### config.mk
export PLATFORM = sky130hd
export DESIGN_NAME = hda_annunciator
export DESIGN_NICKNAME = d
export VERILOG_FILES = /design/src/include/hda_pkg.sv /design/src/logic/hda_annunciator.sv
export SDC_FILE = /design/constraint.sdc
export NUM_CORES = 1
export LEC_CHECK = 0
export ABC_AREA = 1
export BUFFER_PORTS_ARGS = -buffer_cell sky130_fd_sc_hd__buf_2
export CORE_UTILIZATION = 35
export DETAILED_ROUTE_END_ITERATION = 12
export GPL_TIMING_DRIVEN = 0
export SKIP_LAST_GASP = 1
export SLEW_MARGIN = 0
export SYNTH_ARGS = -nofsm -noshare
export SYNTH_HDL_FRONTEND = slang
export SYNTH_SLANG_ARGS = --single-unit
### constraint.sdc
create_clock -name mclk -period 4.44 [get_ports mclk]
set_clock_uncertainty 0.15 [all_clocks]
set_input_delay 0.666 -clock mclk [delete_from_list [all_inputs] [get_ports mclk]]
set_output_delay 0.666 -clock mclk [all_outputs]
set_load 0.05 [all_outputs]
### src/include/hda_pkg.sv
// Constants, codes and types of the heater diagnostic annunciator
`default_nettype none
package hda_pkg;
  // Clock and the 1 ms time base
  localparam int unsigned CLK_HZ       = 200_000_000;  // mclk rate
  localparam int unsigned T_TICK_MS    = 1;            // time base period, ms
  localparam int unsigned MS_CYC       = CLK_HZ / 1000 * T_TICK_MS; // cycles per tick

  // Times in their own units, as printed
  localparam int unsigned T_DATA_HOLD_S  = 1;    // start held to request data codes
  localparam int unsigned T_PURGE_HOLD_S = 10;   // start held to request a manual purge
  localparam int unsigned T_OFF_S        = 2;    // switch off before purge begins
  localparam int unsigned T_IGN_HALF_MIN = 7;    // 3.5 min ignition allowance, in half minutes
  localparam int unsigned T_PURGE_MIN    = 3;    // whole purge cycle
  localparam int unsigned T_PCODE_MIN    = 1;    // purge code shown before data codes
  localparam int unsigned T_GROUP_S      = 1;    // one displayed group
  localparam int unsigned T_BLANK_S      = 1;    // blank gap between groups
  localparam int unsigned T_DARK_S       = 2;    // dark delay after a flash burst
  localparam int unsigned T_QUICK_MS     = 250;  // quick flash on and off time
  localparam int unsigned T_ALT_S        = 1;    // warning/run code alternation

  // Timers count time-base ticks
  typedef logic [17:0] hda_ms_t;
  localparam hda_ms_t DATA_HOLD_MS  = hda_ms_t'(T_DATA_HOLD_S * 1000);
  localparam hda_ms_t PURGE_HOLD_MS = hda_ms_t'(T_PURGE_HOLD_S * 1000);
  localparam hda_ms_t OFF_MS        = hda_ms_t'(T_OFF_S * 1000);
  localparam hda_ms_t IGN_MS        = hda_ms_t'(T_IGN_HALF_MIN * 30_000);
  localparam hda_ms_t PURGE_MS      = hda_ms_t'(T_PURGE_MIN * 60_000);
  localparam hda_ms_t PCODE_MS      = hda_ms_t'(T_PCODE_MIN * 60_000);
  localparam hda_ms_t GROUP_MS      = hda_ms_t'(T_GROUP_S * 1000);
  localparam hda_ms_t BLANK_MS      = hda_ms_t'(T_BLANK_S * 1000);
  localparam hda_ms_t DARK_MS       = hda_ms_t'(T_DARK_S * 1000);
  localparam hda_ms_t QUICK_MS      = hda_ms_t'(T_QUICK_MS);
  localparam hda_ms_t ALT_MS        = hda_ms_t'(T_ALT_S * 1000);

  // Display codes
  localparam logic [7:0] CODE_PURGE = 8'h00;
  localparam logic [7:0] CODE_LOW   = 8'h07;
  localparam logic [7:0] CODE_HIGH  = 8'h14;
  localparam logic [7:0] F_SENSOR   = 8'hC7;  // fuel pressure sensor warning
  localparam logic [7:0] F_LOWP     = 8'hE2;  // low fuel pressure warning
  localparam logic [7:0] F_VOLT     = 8'hE6;  // system voltage fault
  localparam logic [7:0] F_IGN      = 8'hF1;  // ignition overtime
  localparam logic [3:0] ITER_LOWER = 4'h3;   // iteration that brings lower case d

  // Glyphs: 0..F hex digits, then extras
  localparam logic [4:0] GLY_D_UP  = 5'h0D;
  localparam logic [4:0] GLY_BLANK = 5'h10;
  localparam logic [4:0] GLY_D_LO  = 5'h11;
  localparam logic [2:0] LAST_GRP  = 3'h7;   // eight groups per playback

  // Reset values
  localparam logic [3:0] ITER_RST  = 4'h0;

  typedef enum logic [2:0] {
    M_OFF   = 3'b000,
    M_DATA  = 3'b001,
    M_START = 3'b010,
    M_RUN   = 3'b011,
    M_PURGE = 3'b100
  } hda_mode_t;
endpackage
`default_nettype wire

### src/logic/hda_annunciator.sv
// Diagnostic display and control-box lamp annunciator of the heater controller
// Behaviour
// - Start held 1 s, released off: data playback
// - Hours: code, high pair, low pair
// - Starts: code, high pair, low pair
// - Version: code then one two-digit number
// - Minute after switch-off, play hours, starts, version
// - One second blank between playback groups
// - Iteration 3 or later shows lower-case d
// - Startup fault or ignition timeout: purge, flash, code
// - Run warning alternates fault and run code
// - Run warning: compensate where possible
// - Unrecoverable warning: purge, code shown steadily
// - Warnings do not flash, except fuel pressure
// - Low pressure: two quick flashes, 2 s dark
// - Sensor warning: three quick flashes, 2 s dark
// - Shutdown fault: stop heat, enter purge at once
// - Shutdown fault: show code, one flash, 2 s dark
// - Warning code encodings fixed
// - Shutdown code encodings fixed
// - Voltage code shown only from iteration 3
// - Run shows low or high heat code
// - Switch off over 2 s: purge, then off
// - Purge 3 min: 00 first minute, then data
`timescale 1ns/1ps
`default_nettype none
module hda_annunciator #(
  parameter int unsigned MS_CYC = hda_pkg::MS_CYC  // cycles per 1 ms tick
) (
  input  wire logic       mclk,
  input  wire logic       rst_n,
  input  wire logic       switch_start,       // Control switch in start, pin
  input  wire logic       switch_run,         // Control switch in run, pin
  input  wire logic       heat_level_switch,  // High heat when set, pin
  input  wire logic [3:0] design_iteration,   // Board iteration strap
  input  wire logic [15:0] hours_bcd,         // Four-digit hour total
  input  wire logic [15:0] starts_bcd,        // Four-digit start count
  input  wire logic [7:0] version_bcd,        // Two-digit software version
  input  wire logic       fault_pulse,        // One fault occurrence
  input  wire logic [7:0] fault_code,         // Its code
  input  wire logic       fault_shutdown,     // Set for a shutdown fault
  input  wire logic       warn_fatal,         // Warning no longer compensable
  input  wire logic       ignition_done,      // Flame established pulse
  output logic       [4:0] disp_hi,           // Left character glyph
  output logic       [4:0] disp_lo,           // Right character glyph
  output logic             lamp,              // Control-box lamp
  output logic             heat_stop,         // Burner must not heat
  output logic             purge_active,      // Purge cycle running
  output logic             compensate,        // Run-time warning adjustment
  output logic             power_off          // Self shut-off pulse
);

  // Every flip-flop of the block
  typedef struct packed {
    logic [2:0]         s_start;    // Synchroniser chains
    logic [2:0]         s_run;
    logic [2:0]         s_heat;
    logic               start_st;   // Agreed switch levels
    logic               run_st;
    logic               heat_st;
    logic [3:0]         iter;       // Captured strap
    logic               iter_ok;
    hda_pkg::hda_ms_t   div;        // Tick divider
    logic               tick;
    hda_pkg::hda_mode_t mode;
    hda_pkg::hda_ms_t   sw_ms;      // Switch hold or off time
    hda_pkg::hda_ms_t   mode_ms;    // Time in current mode
    logic [2:0]         grp;        // Playback group
    logic               gap;        // Blank phase of playback
    hda_pkg::hda_ms_t   grp_ms;
    logic [7:0]         warn_code;  // Latched warning
    logic               warn_v;
    logic [7:0]         sd_code;    // Latched shutdown fault
    logic               sd_v;
    logic               fault_purge; // Purge caused by a fault
    logic               alt;        // Alternation phase
    hda_pkg::hda_ms_t   alt_ms;
    logic               fl_on;      // Flash sequencer
    logic               fl_dark;
    logic [1:0]         fl_i;
    hda_pkg::hda_ms_t   fl_ms;
    logic [4:0]         disp_hi;
    logic [4:0]         disp_lo;
    logic               lamp;
    logic               heat_stop;
    logic               purge;
    logic               comp;
    logic               power_off;
  } hda_state_t;

  hda_state_t q;            // Registered state
  hda_state_t d;            // Next state
  logic       sw_act;       // Switch timer should run
  logic       go_purge;     // Enter purge this cycle
  logic       go_fault;     // That purge is fault driven
  logic       seq_run;      // Playback sequencer enabled
  logic       lower;        // Lower-case item letter
  logic [7:0] show;         // Code for the display
  logic       show_code;    // Display shows a code, not playback
  logic [1:0] fl_n;         // Flashes per burst, zero for none
  logic [9:0] seq_gl;       // Playback glyph pair

  // Code byte to two glyphs, hiding the voltage code on old boards
  function automatic logic [9:0] code_glyphs(input logic [7:0] c, input logic new_hw);
    if (c == hda_pkg::F_VOLT && !new_hw)
      code_glyphs = {hda_pkg::GLY_BLANK, hda_pkg::GLY_BLANK};
    else
      code_glyphs = {1'b0, c[7:4], 1'b0, c[3:0]};
  endfunction

  // Warning codes that flash the lamp, with their burst length
  function automatic logic [1:0] warn_flashes(input logic [7:0] c);
    if (c == hda_pkg::F_SENSOR)
      warn_flashes = 2'd3;
    else if (c == hda_pkg::F_LOWP)
      warn_flashes = 2'd2;
    else
      warn_flashes = 2'd0;
  endfunction

  always_comb
  begin
    d         = q;
    go_purge  = 1'b0;
    go_fault  = 1'b0;
    lower     = q.iter >= hda_pkg::ITER_LOWER;
    seq_gl    = {hda_pkg::GLY_BLANK, hda_pkg::GLY_BLANK};
    show      = hda_pkg::CODE_PURGE;
    show_code = 1'b0;
    fl_n      = 2'd0;
    d.power_off = 1'b0;

    // Pins: a change counts once second and third stages agree
    d.s_start = {q.s_start[1:0], switch_start};
    d.s_run   = {q.s_run[1:0], switch_run};
    d.s_heat  = {q.s_heat[1:0], heat_level_switch};
    if (q.s_start[1] == q.s_start[2])
      d.start_st = q.s_start[2];
    if (q.s_run[1] == q.s_run[2])
      d.run_st = q.s_run[2];
    if (q.s_heat[1] == q.s_heat[2])
      d.heat_st = q.s_heat[2];
    // Strap is caught once, on the first edge after release
    if (!q.iter_ok)
    begin
      d.iter    = design_iteration;
      d.iter_ok = 1'b1;
    end

    // 1 ms time base
    d.tick = 1'b0;
    if (q.div == hda_pkg::hda_ms_t'(MS_CYC - 1))
    begin
      d.div  = '0;
      d.tick = 1'b1;
    end
    else
      d.div = q.div + 1'b1;

    // Switch timer: start hold when off, off time when heating
    if (q.mode == hda_pkg::M_OFF)
      sw_act = q.start_st;
    else if (q.mode == hda_pkg::M_START || q.mode == hda_pkg::M_RUN)
      sw_act = !q.start_st && !q.run_st;
    else
      sw_act = 1'b0;
    if (!sw_act)
      d.sw_ms = '0;
    else if (q.tick && q.sw_ms != '1)
      d.sw_ms = q.sw_ms + 1'b1;

    // Fault latches; no clear other than leaving purge, so none is lost
    if (fault_pulse && fault_shutdown)
    begin
      d.sd_v    = 1'b1;
      d.sd_code = fault_code;
    end
    else if (fault_pulse)
    begin
      d.warn_v    = 1'b1;
      d.warn_code = fault_code;
    end

    // Mode sequencing
    unique case (q.mode)
      hda_pkg::M_OFF:
      begin
        // Decision taken on the release of start
        if (!q.start_st && q.sw_ms != '0)
        begin
          if (q.run_st)
            d.mode = hda_pkg::M_START;
          else if (q.sw_ms >= hda_pkg::PURGE_HOLD_MS)
            go_purge = 1'b1;
          else if (q.sw_ms >= hda_pkg::DATA_HOLD_MS)
            d.mode = hda_pkg::M_DATA;
        end
      end
      hda_pkg::M_DATA:
      begin
        // Leaves after the last group, in the sequencer below
      end
      hda_pkg::M_START:
      begin
        if (fault_pulse && fault_shutdown)
          go_fault = 1'b1;
        else if (fault_pulse && warn_flashes(fault_code) != 2'd0)
          go_fault = 1'b1;
        else if (q.mode_ms >= hda_pkg::IGN_MS)
        begin
          d.sd_v    = 1'b1;
          d.sd_code = hda_pkg::F_IGN;
          go_fault  = 1'b1;
        end
        else if (ignition_done)
          d.mode = hda_pkg::M_RUN;
        else if (q.sw_ms > hda_pkg::OFF_MS)
          go_purge = 1'b1;
      end
      hda_pkg::M_RUN:
      begin
        if (fault_pulse && fault_shutdown)
          go_fault = 1'b1;
        else if (warn_fatal && q.warn_v)
          go_fault = 1'b1;
        else if (q.sw_ms > hda_pkg::OFF_MS)
          go_purge = 1'b1;
      end
      hda_pkg::M_PURGE:
      begin
        // Switch ignored until the purge cycle completes
        if (fault_pulse && fault_shutdown)
          d.fault_purge = 1'b1;
        if (q.mode_ms >= hda_pkg::PURGE_MS)
        begin
          d.mode        = hda_pkg::M_OFF;
          d.power_off   = 1'b1;
          d.fault_purge = 1'b0;
          // A fault taken in this very cycle stays latched: set beats clear
          d.warn_v      = fault_pulse && !fault_shutdown;
          d.sd_v        = fault_pulse && fault_shutdown;
        end
      end
      default:
        d.mode = hda_pkg::M_OFF;
    endcase
    if (go_purge || go_fault)
    begin
      d.mode        = hda_pkg::M_PURGE;
      d.fault_purge = go_fault;
    end

    // Time in mode restarts on every change except the playback's exit to off, set below
    if (d.mode != q.mode)
      d.mode_ms = '0;
    else if (q.tick && q.mode_ms != '1)
      d.mode_ms = q.mode_ms + 1'b1;

    // Playback: 1 s group, 1 s blank, eight groups
    seq_run = q.mode == hda_pkg::M_DATA
           || (q.mode == hda_pkg::M_PURGE && !q.fault_purge
               && q.mode_ms >= hda_pkg::PCODE_MS);
    if (!seq_run)
    begin
      d.grp    = '0;
      d.gap    = 1'b0;
      d.grp_ms = '0;
    end
    else if (q.tick)
    begin
      d.grp_ms = q.grp_ms + 1'b1;
      if (!q.gap && q.grp_ms == hda_pkg::GROUP_MS - 1'b1)
      begin
        d.grp_ms = '0;
        d.gap    = 1'b1;
      end
      else if (q.gap && q.grp_ms == hda_pkg::BLANK_MS - 1'b1)
      begin
        d.grp_ms = '0;
        d.gap    = 1'b0;
        d.grp    = q.grp + 1'b1;
        if (q.grp == hda_pkg::LAST_GRP && q.mode == hda_pkg::M_DATA)
          d.mode = hda_pkg::M_OFF;
      end
    end
    // Group contents: hours, starts, version, high pair first
    // Gated by the sequencer so an idle display stays blank
    if (seq_run && !q.gap)
    begin
      unique case (q.grp)
        3'd0: seq_gl = {lower ? hda_pkg::GLY_D_LO : hda_pkg::GLY_D_UP, 5'h01};
        3'd1: seq_gl = code_glyphs(hours_bcd[15:8], 1'b1);
        3'd2: seq_gl = code_glyphs(hours_bcd[7:0], 1'b1);
        3'd3: seq_gl = {lower ? hda_pkg::GLY_D_LO : hda_pkg::GLY_D_UP, 5'h02};
        3'd4: seq_gl = code_glyphs(starts_bcd[15:8], 1'b1);
        3'd5: seq_gl = code_glyphs(starts_bcd[7:0], 1'b1);
        3'd6: seq_gl = {lower ? hda_pkg::GLY_D_LO : hda_pkg::GLY_D_UP, 5'h03};
        3'd7: seq_gl = code_glyphs(version_bcd, 1'b1);
      endcase
    end

    // Alternation timer for run warnings
    if (q.mode != hda_pkg::M_RUN || !q.warn_v)
    begin
      d.alt    = 1'b0;
      d.alt_ms = '0;
    end
    else if (q.tick)
    begin
      d.alt_ms = q.alt_ms + 1'b1;
      if (q.alt_ms == hda_pkg::ALT_MS - 1'b1)
      begin
        d.alt_ms = '0;
        d.alt    = !q.alt;
      end
    end

    // Display selection, shutdown code ahead of warning
    unique case (q.mode)
      hda_pkg::M_RUN:
      begin
        show_code = 1'b1;
        if (q.warn_v && q.alt)
          show = q.warn_code;
        else
          show = q.heat_st ? hda_pkg::CODE_HIGH : hda_pkg::CODE_LOW;
      end
      hda_pkg::M_PURGE:
      begin
        if (q.fault_purge)
        begin
          show_code = 1'b1;
          show = q.sd_v ? q.sd_code : q.warn_code;
        end
        else if (!seq_run)
          show_code = 1'b1;
      end
      default:
        show_code = 1'b0;
    endcase
    if (show_code)
      {d.disp_hi, d.disp_lo} = code_glyphs(show, lower);
    else
      {d.disp_hi, d.disp_lo} = seq_gl;

    // Lamp cadence, shutdown first
    if (q.mode == hda_pkg::M_START || q.mode == hda_pkg::M_RUN
        || q.fault_purge)
    begin
      if (q.sd_v)
        fl_n = 2'd1;
      else if (q.warn_v)
        fl_n = warn_flashes(q.warn_code);
    end
    if (fl_n == 2'd0)
    begin
      d.fl_on   = 1'b1;
      d.fl_dark = 1'b0;
      d.fl_i    = '0;
      d.fl_ms   = '0;
      d.lamp    = q.mode == hda_pkg::M_RUN;
    end
    else
    begin
      d.lamp = q.fl_on;
      if (q.tick)
      begin
        d.fl_ms = q.fl_ms + 1'b1;
        if (q.fl_dark && q.fl_ms == hda_pkg::DARK_MS - 1'b1)
        begin
          d.fl_ms   = '0;
          d.fl_dark = 1'b0;
          d.fl_on   = 1'b1;
          d.fl_i    = '0;
        end
        else if (!q.fl_dark && q.fl_ms == hda_pkg::QUICK_MS - 1'b1)
        begin
          d.fl_ms = '0;
          d.fl_on = !q.fl_on;
          if (q.fl_on && q.fl_i == fl_n - 2'd1)
            d.fl_dark = 1'b1;
          else if (!q.fl_on)
            d.fl_i = q.fl_i + 2'd1;
        end
      end
    end

    // Lamp dark once idle; the cadence above lags the mode by one cycle
    if (d.mode == hda_pkg::M_OFF || d.mode == hda_pkg::M_DATA)
      d.lamp = 1'b0;

    // Heater-facing levels
    d.heat_stop = !(d.mode == hda_pkg::M_START || d.mode == hda_pkg::M_RUN);
    d.purge     = d.mode == hda_pkg::M_PURGE;
    d.comp      = d.mode == hda_pkg::M_RUN && d.warn_v;
  end

  // Single state register
  always_ff @(posedge mclk or negedge rst_n)
  begin
    if (!rst_n)
    begin
      q           <= '0;
      q.iter      <= hda_pkg::ITER_RST;
      q.mode      <= hda_pkg::M_OFF;
      q.fl_on     <= 1'b1;
      q.disp_hi   <= hda_pkg::GLY_BLANK;
      q.disp_lo   <= hda_pkg::GLY_BLANK;
      q.heat_stop <= 1'b1;
    end
    else
      q <= d;
  end

  // Outputs straight from flip-flops
  assign disp_hi      = q.disp_hi;
  assign disp_lo      = q.disp_lo;
  assign lamp         = q.lamp;
  assign heat_stop    = q.heat_stop;
  assign purge_active = q.purge;
  assign compensate   = q.comp;
  assign power_off    = q.power_off;

endmodule
`default_nettype wire

==> run summary, run 1 <==
===============================================================================================
Share of layout cells above drive strength 1                                             13.57%
Initial Util                                                                             35.83%
Number of instances resized during post-cts repair                                            0
Fraction of power spent switching nets                                                   24.81%
GR Overflow Total                                                                             0
Synthesis Warnings                                                                            0
Library cell used as clock root buffer                                                clkbuf_16
Number of buffers inserted by post-CTS setup repair                                           0
Slew Limit Headroom                                                                      58.57%
Max Clock Freq                                                                        306.3 MHz
Switching power                                                                       0.8399 mW
Cell row count                                                                               61
Internal power component                                                               2.545 mW
Setup repair after global routing missed its margin                                          no
Mean post-synth cell area                                                           7.653 sq um
Post-detailed-placement half-perimeter wirelength                                      18.05 mm
Most congested layer reported by global routing                                            met2
Non-filler cells in the finished layout                                                    1793
Met3 track demand over resource in global routing                                        2.383%
Number of detailed-routing iterations run before antenna repair                               5
DRC violations left                                                                           0
Vias in the first global route                                                             8372
Clock input transition at the sequential cells of the worst setup and hold paths        0.08 ns
Routability cong.                                                                        0.9095
Number of max-cap violations                                                                  0
Routed WL                                                                              24.25 mm
Number of distinct library cells after synthesis                                             59
Final Instance Area                                                                0.01149 sq mm
Die width                                                                          171.1 microns
CTS tree                                                                                    yes
Critical path data arrival time                                                         3.45 ns
Y dimension of the die                                                             171.1 microns
Critical path class                                                                flip-flop to flip-flop
GRT met2 Usage                                                                           29.80%
First DRT Iteration DRCs                                                                    575
Area fraction of the dominant cell type after synthesis                                  42.00%
Number of nets produced by synthesis                                                       1385
Final setup violation count                                                                   0
Critical path launch point                                                                q[70]
Fraction of met1 tracks used by global routing                                           22.68%
Worst Max-Slew Pin Slew                                                               0.6214 ns
Leakage power figure                                                                   5.334 nW
Outcome                                                                            finished, final reports clean
Post-synthesis instance area                                                       0.01001 sq mm
Number of antenna diodes                                                                      0
Place WS                                                                               1.200 ns
Aggregate negative setup slack                                                             0 ns
Largest net degree at the start of global routing                                            98
Total instance count after detailed placement                                              1762
Post-synthesis to final-layout area growth                                               14.77%
Pwr Total                                                                              3.385 mW
VDD IR-drop max                                                                     0.0002713 V
Main flop type after synthesis                                                          dfrtp_1
Maximum root-to-sink buffer count                                                             2
I/O Pins                                                                                     76
WL per Instance                                                                    13.53 microns
Power share of the combinational group                                                     6.6%
Dominant cell type by area after synthesis                                              dfrtp_1
FF-to-FF Start                                                                            q[70]
Required time at the worst-slack endpoint                                               4.63 ns
Critical Path Sink Type                                                               flip-flop
Sequential Power Share                                                                    48.4%
Post-synthesis instance total                                                              1308
Portion of total power attributed to the clock network                                    45.0%
Critical Path Source Type                                                             flip-flop
EDFF count, synth                                                                             0
Shortest clock period the worst path allows after layout                               3.265 ns
Floorplan Core Area                                                                0.02793 sq mm
Top area cells in the synthesized netlist                                          dfrtp_1 42%, nand2_1 11%, inv_1 6.2%
Asr flop ratio synth                                                                     100.0%
Ratio of routed vias to standard cells                                                    4.913
Count of hold buffers inserted by post-cts repair                                             0
Wire length of the first global-routing pass                                           40.74 mm
Depth of the worst register-to-register path                                                 13
Net total in the final layout                                                              1480
Min setup slack post-route                                                             1.175 ns
Insertion delay of the later-clocked pin in the worst-skew pair                         0.43 ns
Number of failing hold endpoints at the final stage                                           0
Worst slack on hold paths                                                            0.02615 ns
Vias                                                                                       8809
Worst-path maximum fanout                                                                    10
Die ar.                                                                            0.02928 sq mm
FF+latch count, synth                                                                       172
Register area share after synthesis                                                      43.05%
Placed Instance Area                                                               0.01090 sq mm
# clock sinks                                                                               172
Initial antenna violation count                                                               0
Number of levels in the clock H-tree                                                          4
Overall fraction of global-route tracks in use                                           17.29%
Slew Limit Fails                                                                              0
Pwr dens                                                                           294.6 mW/mm^2
Hold Crit Class                                                                    input port to asynchronous set/reset pin
ANT nets after route                                                                          0
Period Utilization, post-route                                                           73.54%
Utilization after layout                                                                 41.13%
Number of CTS-inserted buffers                                                               17
Port Buf Inserts                                                                             75
===============================================================================================
## final cells by class
class	instances	area (sq um)
inverters	183	686.9
clock inverters	13	153.9
clock buffers	18	439.2
fillers	2900	16450
plain buffers	31	185.2
repair buffers	76	412.9
multi-input cells	922	4828
well taps	378	473.0
flip-flops and latches	172	4309
## logic make-up after synthesis
family / count (synthesis) / synth area share [%]
XOR/XNOR: 52 / 4.550
AO/OA/AOI/OAI: 142 / 8.388
other: 1 / 0.03746
flip-flops: 172 / 43.05
buffers and inverters: 214 / 8.713
multiplexers: 5 / 0.5625
adder cells (fa/ha/maj): 19 / 2.300
AND/OR/NAND/NOR: 703 / 32.40
## cells in the mapped netlist, types with 17 or more instances
master and count:
xor2_1 48, nand2_1 286, inv_1 164, nand4_1 42, nor2_1 144, nand3_1 105
o21ai_0 55, nor4_1 19, dfrtp_1 168, a21oi_1 38, inv_2 17, nor3_1 55
## final timing paths
check,to,slack [ns]
setup / recovery,q[22],1.17
hold / removal,disp_lo[1],0.03
setup reg to reg,q[22],1.17
hold reg to reg,d[168],0.20
max in group asynchronous,heat_stop,3.20
min in group mclk,d[170],0.19
## power by group through the flow
stage | Clock, mW | Combinational (mW) | Sequential, mW
final | 1.52 | 0.224 | 1.64
after global routing | 1.63 | 0.250 | 1.64
after CTS | 1.57 | 0.227 | 1.64
after detailed placement | 0 | 0.227 | 1.67
after global placement | 0 | 0.220 | 1.67
after floorplan | 0 | 0.119 | 1.67
## registers in the layout, indices dropped and copies added, names as in the netlist
register	flops
d	6
disp_lo	5
compensate	1
lamp	1
q	151
purge_active	1
disp_hi	5
power_off	1
heat_stop	1
## layout by cell type, fill, tap and decap left out, types with 3 or more instances in the layout
| cell type | netlist | routed |
|---|---|---|
| nand2_1 | 286 | 286 |
| a31oi_1 | 3 | 3 |
| o21ai_0 | 55 | 55 |
| o211ai_1 | 4 | 4 |
| nor4_1 | 19 | 19 |
| o21ai_1 | 6 | 6 |
| dfrtp_1 | 168 | 168 |
| a21oi_1 | 38 | 38 |
| buf_2 | 9 | 83 |
| nor3b_1 | 3 | 3 |
| nand4_1 | 42 | 42 |
| clkbuf_16 | 0 | 17 |
| nor2_2 | 13 | 13 |
| nand3b_1 | 8 | 8 |
| xnor2_1 | 4 | 4 |
| xor2_1 | 48 | 48 |
| inv_2 | 17 | 17 |
| a221oi_1 | 3 | 3 |
| dfstp_2 | 4 | 4 |
| nand2_2 | 3 | 3 |
| a22o_1 | 3 | 3 |
| clkbuf_1 | 8 | 8 |
| nand3_1 | 105 | 105 |
| ha_1 | 16 | 16 |
| inv_1 | 164 | 164 |
| o21a_1 | 4 | 4 |
| inv_6 | 0 | 6 |
| maj3_1 | 3 | 3 |
| buf_4 | 11 | 11 |
| mux2_2 | 5 | 5 |
| nor2_1 | 144 | 144 |
| o22ai_1 | 6 | 6 |
| nor3_1 | 55 | 55 |
| o31ai_1 | 6 | 6 |
| nor2_4 | 8 | 8 |
## worst max-delay path, stage by stage, from the launching register on
cell and delay (ns):
dfrtp_1 0.41, nor2_1 0.14, nand3_1 0.11, or2_2 0.30, o21ai_0 0.25, nand2_1 0.11
ha_1 0.21, clkbuf_1 0.20, nor2_2 0.38, inv_1 0.27, nand2_1 0.20, inv_2 0.08
buf_2 0.19, nor3_1 0.16
## per-layer routing
layer	share of wire [%]	wire length, microns
met3	3.7	886
met1	47	11500
met4	1.0	253
met5	0	0
met2	48	11610
No activity file was read; power rests on OpenSTA's default activity.
==> run 2: changes to the inputs <==
==> constraint.sdc (replaced) <==
create_clock -name mclk -period 3.1 [get_ports mclk]
set_clock_uncertainty 0.15 [all_clocks]
set_input_delay 0.465 -clock mclk [delete_from_list [all_inputs] [get_ports mclk]]
set_output_delay 0.465 -clock mclk [all_outputs]
set_load 0.05 [all_outputs]
==> run 2 against run 1 <==
Compared with the run above:
- via count about the same
- count of clock-buffer cells in the layout is the same
- final cell count is 0.22% higher
- first-iteration DRC count up 4.2%
- setup slack lost 0.97 ns
- maximum frequency increased by 13%
- highest routed layer unchanged
==> run summary, run 2 (same netlist as run 1, synthesis figures left out) <==
===============================================================================================
Shortest clock period the worst path allows after layout                               2.892 ns
Required time at the worst-slack endpoint                                               3.24 ns
Slew Limit Fails                                                                              0
Floorplan Core Area                                                                0.02793 sq mm
Largest register FFs                                                                        151
Switching power                                                                        1.200 mW
Utilization after layout                                                                 41.30%
FF-to-FF Start                                                                           q[134]
Library cell used as clock root buffer                                                clkbuf_16
I/O Pins                                                                                     76
ANT nets after route                                                                          0
DRC violations left                                                                           0
Depth of the worst register-to-register path                                                 12
Critical path class                                                                flip-flop to flip-flop
VDD IR-drop max                                                                     0.0003881 V
Number of antenna diodes                                                                      0
Endpoint of the worst-slack reg-to-reg timing path                                        q[30]
Setup repair after global routing missed its margin                                          no
WL per Instance                                                                    13.54 microns
Net total in the final layout                                                              1484
Pwr Total                                                                              4.849 mW
Die width                                                                          171.1 microns
Critical path data arrival time                                                         3.04 ns
Vias                                                                                       8803
Largest net degree at the start of global routing                                            98
Place WS                                                                             -0.1396 ns
Number of levels in the clock H-tree                                                          4
Most frequent standard cell in the layout excluding fill and tap cells                  nand2_1
Y dimension of the die                                                             171.1 microns
CTS tree                                                                                    yes
Worst slack on hold paths                                                             0.1205 ns
Pwr dens                                                                           420.2 mW/mm^2
Routed WL                                                                              24.34 mm
Initial antenna violation count                                                               0
Hold Crit Class                                                                    input port to flip-flop
Max Clock Freq                                                                        345.7 MHz
Wire length of the first global-routing pass                                           40.85 mm
Initial Util                                                                             35.83%
Worst Max-Slew Pin Slew                                                               0.6198 ns
Port Buf Inserts                                                                             75
Period Utilization, post-route                                                           93.30%
Ratio of routed vias to standard cells                                                    4.899
GR Overflow Total                                                                             0
Maximum root-to-sink buffer count                                                             2
Critical Path Source Type                                                             flip-flop
Clock input transition at the sequential cells of the worst setup and hold paths        0.07 ns
Outcome                                                                            finished, final reports clean
Share of layout cells above drive strength 1                                             13.60%
Post-detailed-placement half-perimeter wirelength                                      18.05 mm
Number of detailed-routing iterations run before antenna repair                               5
Post-synthesis to final-layout area growth                                               15.26%
Vias in the first global route                                                             8392
Power share of the combinational group                                                     6.7%
Slew Limit Headroom                                                                      58.68%
Fraction of power spent switching nets                                                   24.75%
First DRT Iteration DRCs                                                                    599
# clock sinks                                                                               172
Worst min-delay path startpoint                                                    design_iteration[1]
Internal power component                                                               3.648 mW
Overall fraction of global-route tracks in use                                           17.33%
Number of max-cap violations                                                                  0
Routability cong.                                                                        0.9095
Sequential Power Share                                                                    48.4%
Leakage power figure                                                                   5.356 nW
Final setup violation count                                                                   0
Portion of total power attributed to the clock network                                    45.0%
Commonest cells after routing, fill and taps aside                                 286 x nand2_1, 168 x dfrtp_1, 164 x inv_1
End point of the worst hold path                                                         q[157]
Number of cells traversed by the worst hold path                                              2
Min setup slack post-route                                                            0.2077 ns
Die ar.                                                                            0.02928 sq mm
Critical Path Sink Type                                                               flip-flop
Number of failing hold endpoints at the final stage                                           0
Cell row count                                                                               61
Worst-case register-to-register setup slack                                             0.21 ns
Insertion delay of the later-clocked pin in the worst-skew pair                         0.43 ns
Number of CTS-inserted buffers                                                               17
Worst-path maximum fanout                                                                     9
Reg with most FFs                                                                             q
===============================================================================================
==> run 2: power groups by stage <==
| stage | Combinational, mW | Sequential (mW) | Clock [mW] |
|---|---|---|---|
| 2_1_floorplan | 0.171 | 2.39 | 0 |
| 3_3_place_gp | 0.315 | 2.39 | 0 |
| 3_5_place_dp | 0.325 | 2.39 | 0 |
| 4_1_cts | 0.330 | 2.35 | 2.25 |
| 5_1_grt | 0.363 | 2.35 | 2.33 |
| 6_report | 0.324 | 2.35 | 2.18 |
==> run 2: layout make-up <==
type                    count  area, sq um
plain buffers              30        181.4
clock buffers              18        439.2
clock inverters            13        153.9
fillers                  2898        16400
inverters                 183        686.9
multi-input cells         922         4833
flip-flops and latches    172         4309
well taps                 378        473.0
repair buffers             81        460.4
==> run 2: per-layer routing <==
metal / part of all wire (%) / global-route usage (%) / vias to the layer above
met3: 3.9 / 2.383 / 20
met2: 48 / 29.92 / 176
met4: 1.1 / 4.425 / 0
met1: 47 / 22.69 / 4144
li1: - / - / 4463
met5: 0 / 0 / -
==> run 2: worst max-delay path: stages, from the launching register on <==
cell and delay (ns):
dfrtp_1 0.43, inv_2 0.10, nor2_2 0.07, inv_1 0.15, nand2_1 0.14, nand4_1 0.13, ha_1 0.38, nor2_4 0.08
buf_4 0.18, nor3_1 0.39, nand2_1 0.18, nor4_1 0.30, nor2_1 0.09
==> run 2: repair_timing <==
| item | in CTS | in global routing |
|---|---|---|
| setup endpoints to repair | 10 | 11 |
| hold endpoints to repair | 77 | 0 |
| buffers inserted | 1 | 0 |
| gates resized for setup | 1 | 1 |
| pin swaps | 1 | 0 |
| hold buffers | 4 | 0 |
==> run 2: metrics by stage <==
stage / std cells / setup TNS, ns / instance area [sq um]
3_5_place_dp: 1762 / -0.8668 / 10900
4_1_cts: 1798 / 0 / 11540
2_1_floorplan: 1308 / 0 / 10010
6_report: 1797 / 0 / 11540
5_1_grt: 1797 / 0 / 11540
3_3_place_gp: 1761 / -240.17 / 10860
==> run 2: worst max path at each step <==
stage,startpoint,end,slack (ns)
after floorplan,q[70],q[25],0.55
after global placement,rst_n,q[117],-1.44
after detailed placement,q[70],q[22],-0.14
after CTS,q[70],q[22],0.16
after global routing,q[134],q[30],0.04
final,q[134],q[30],0.21
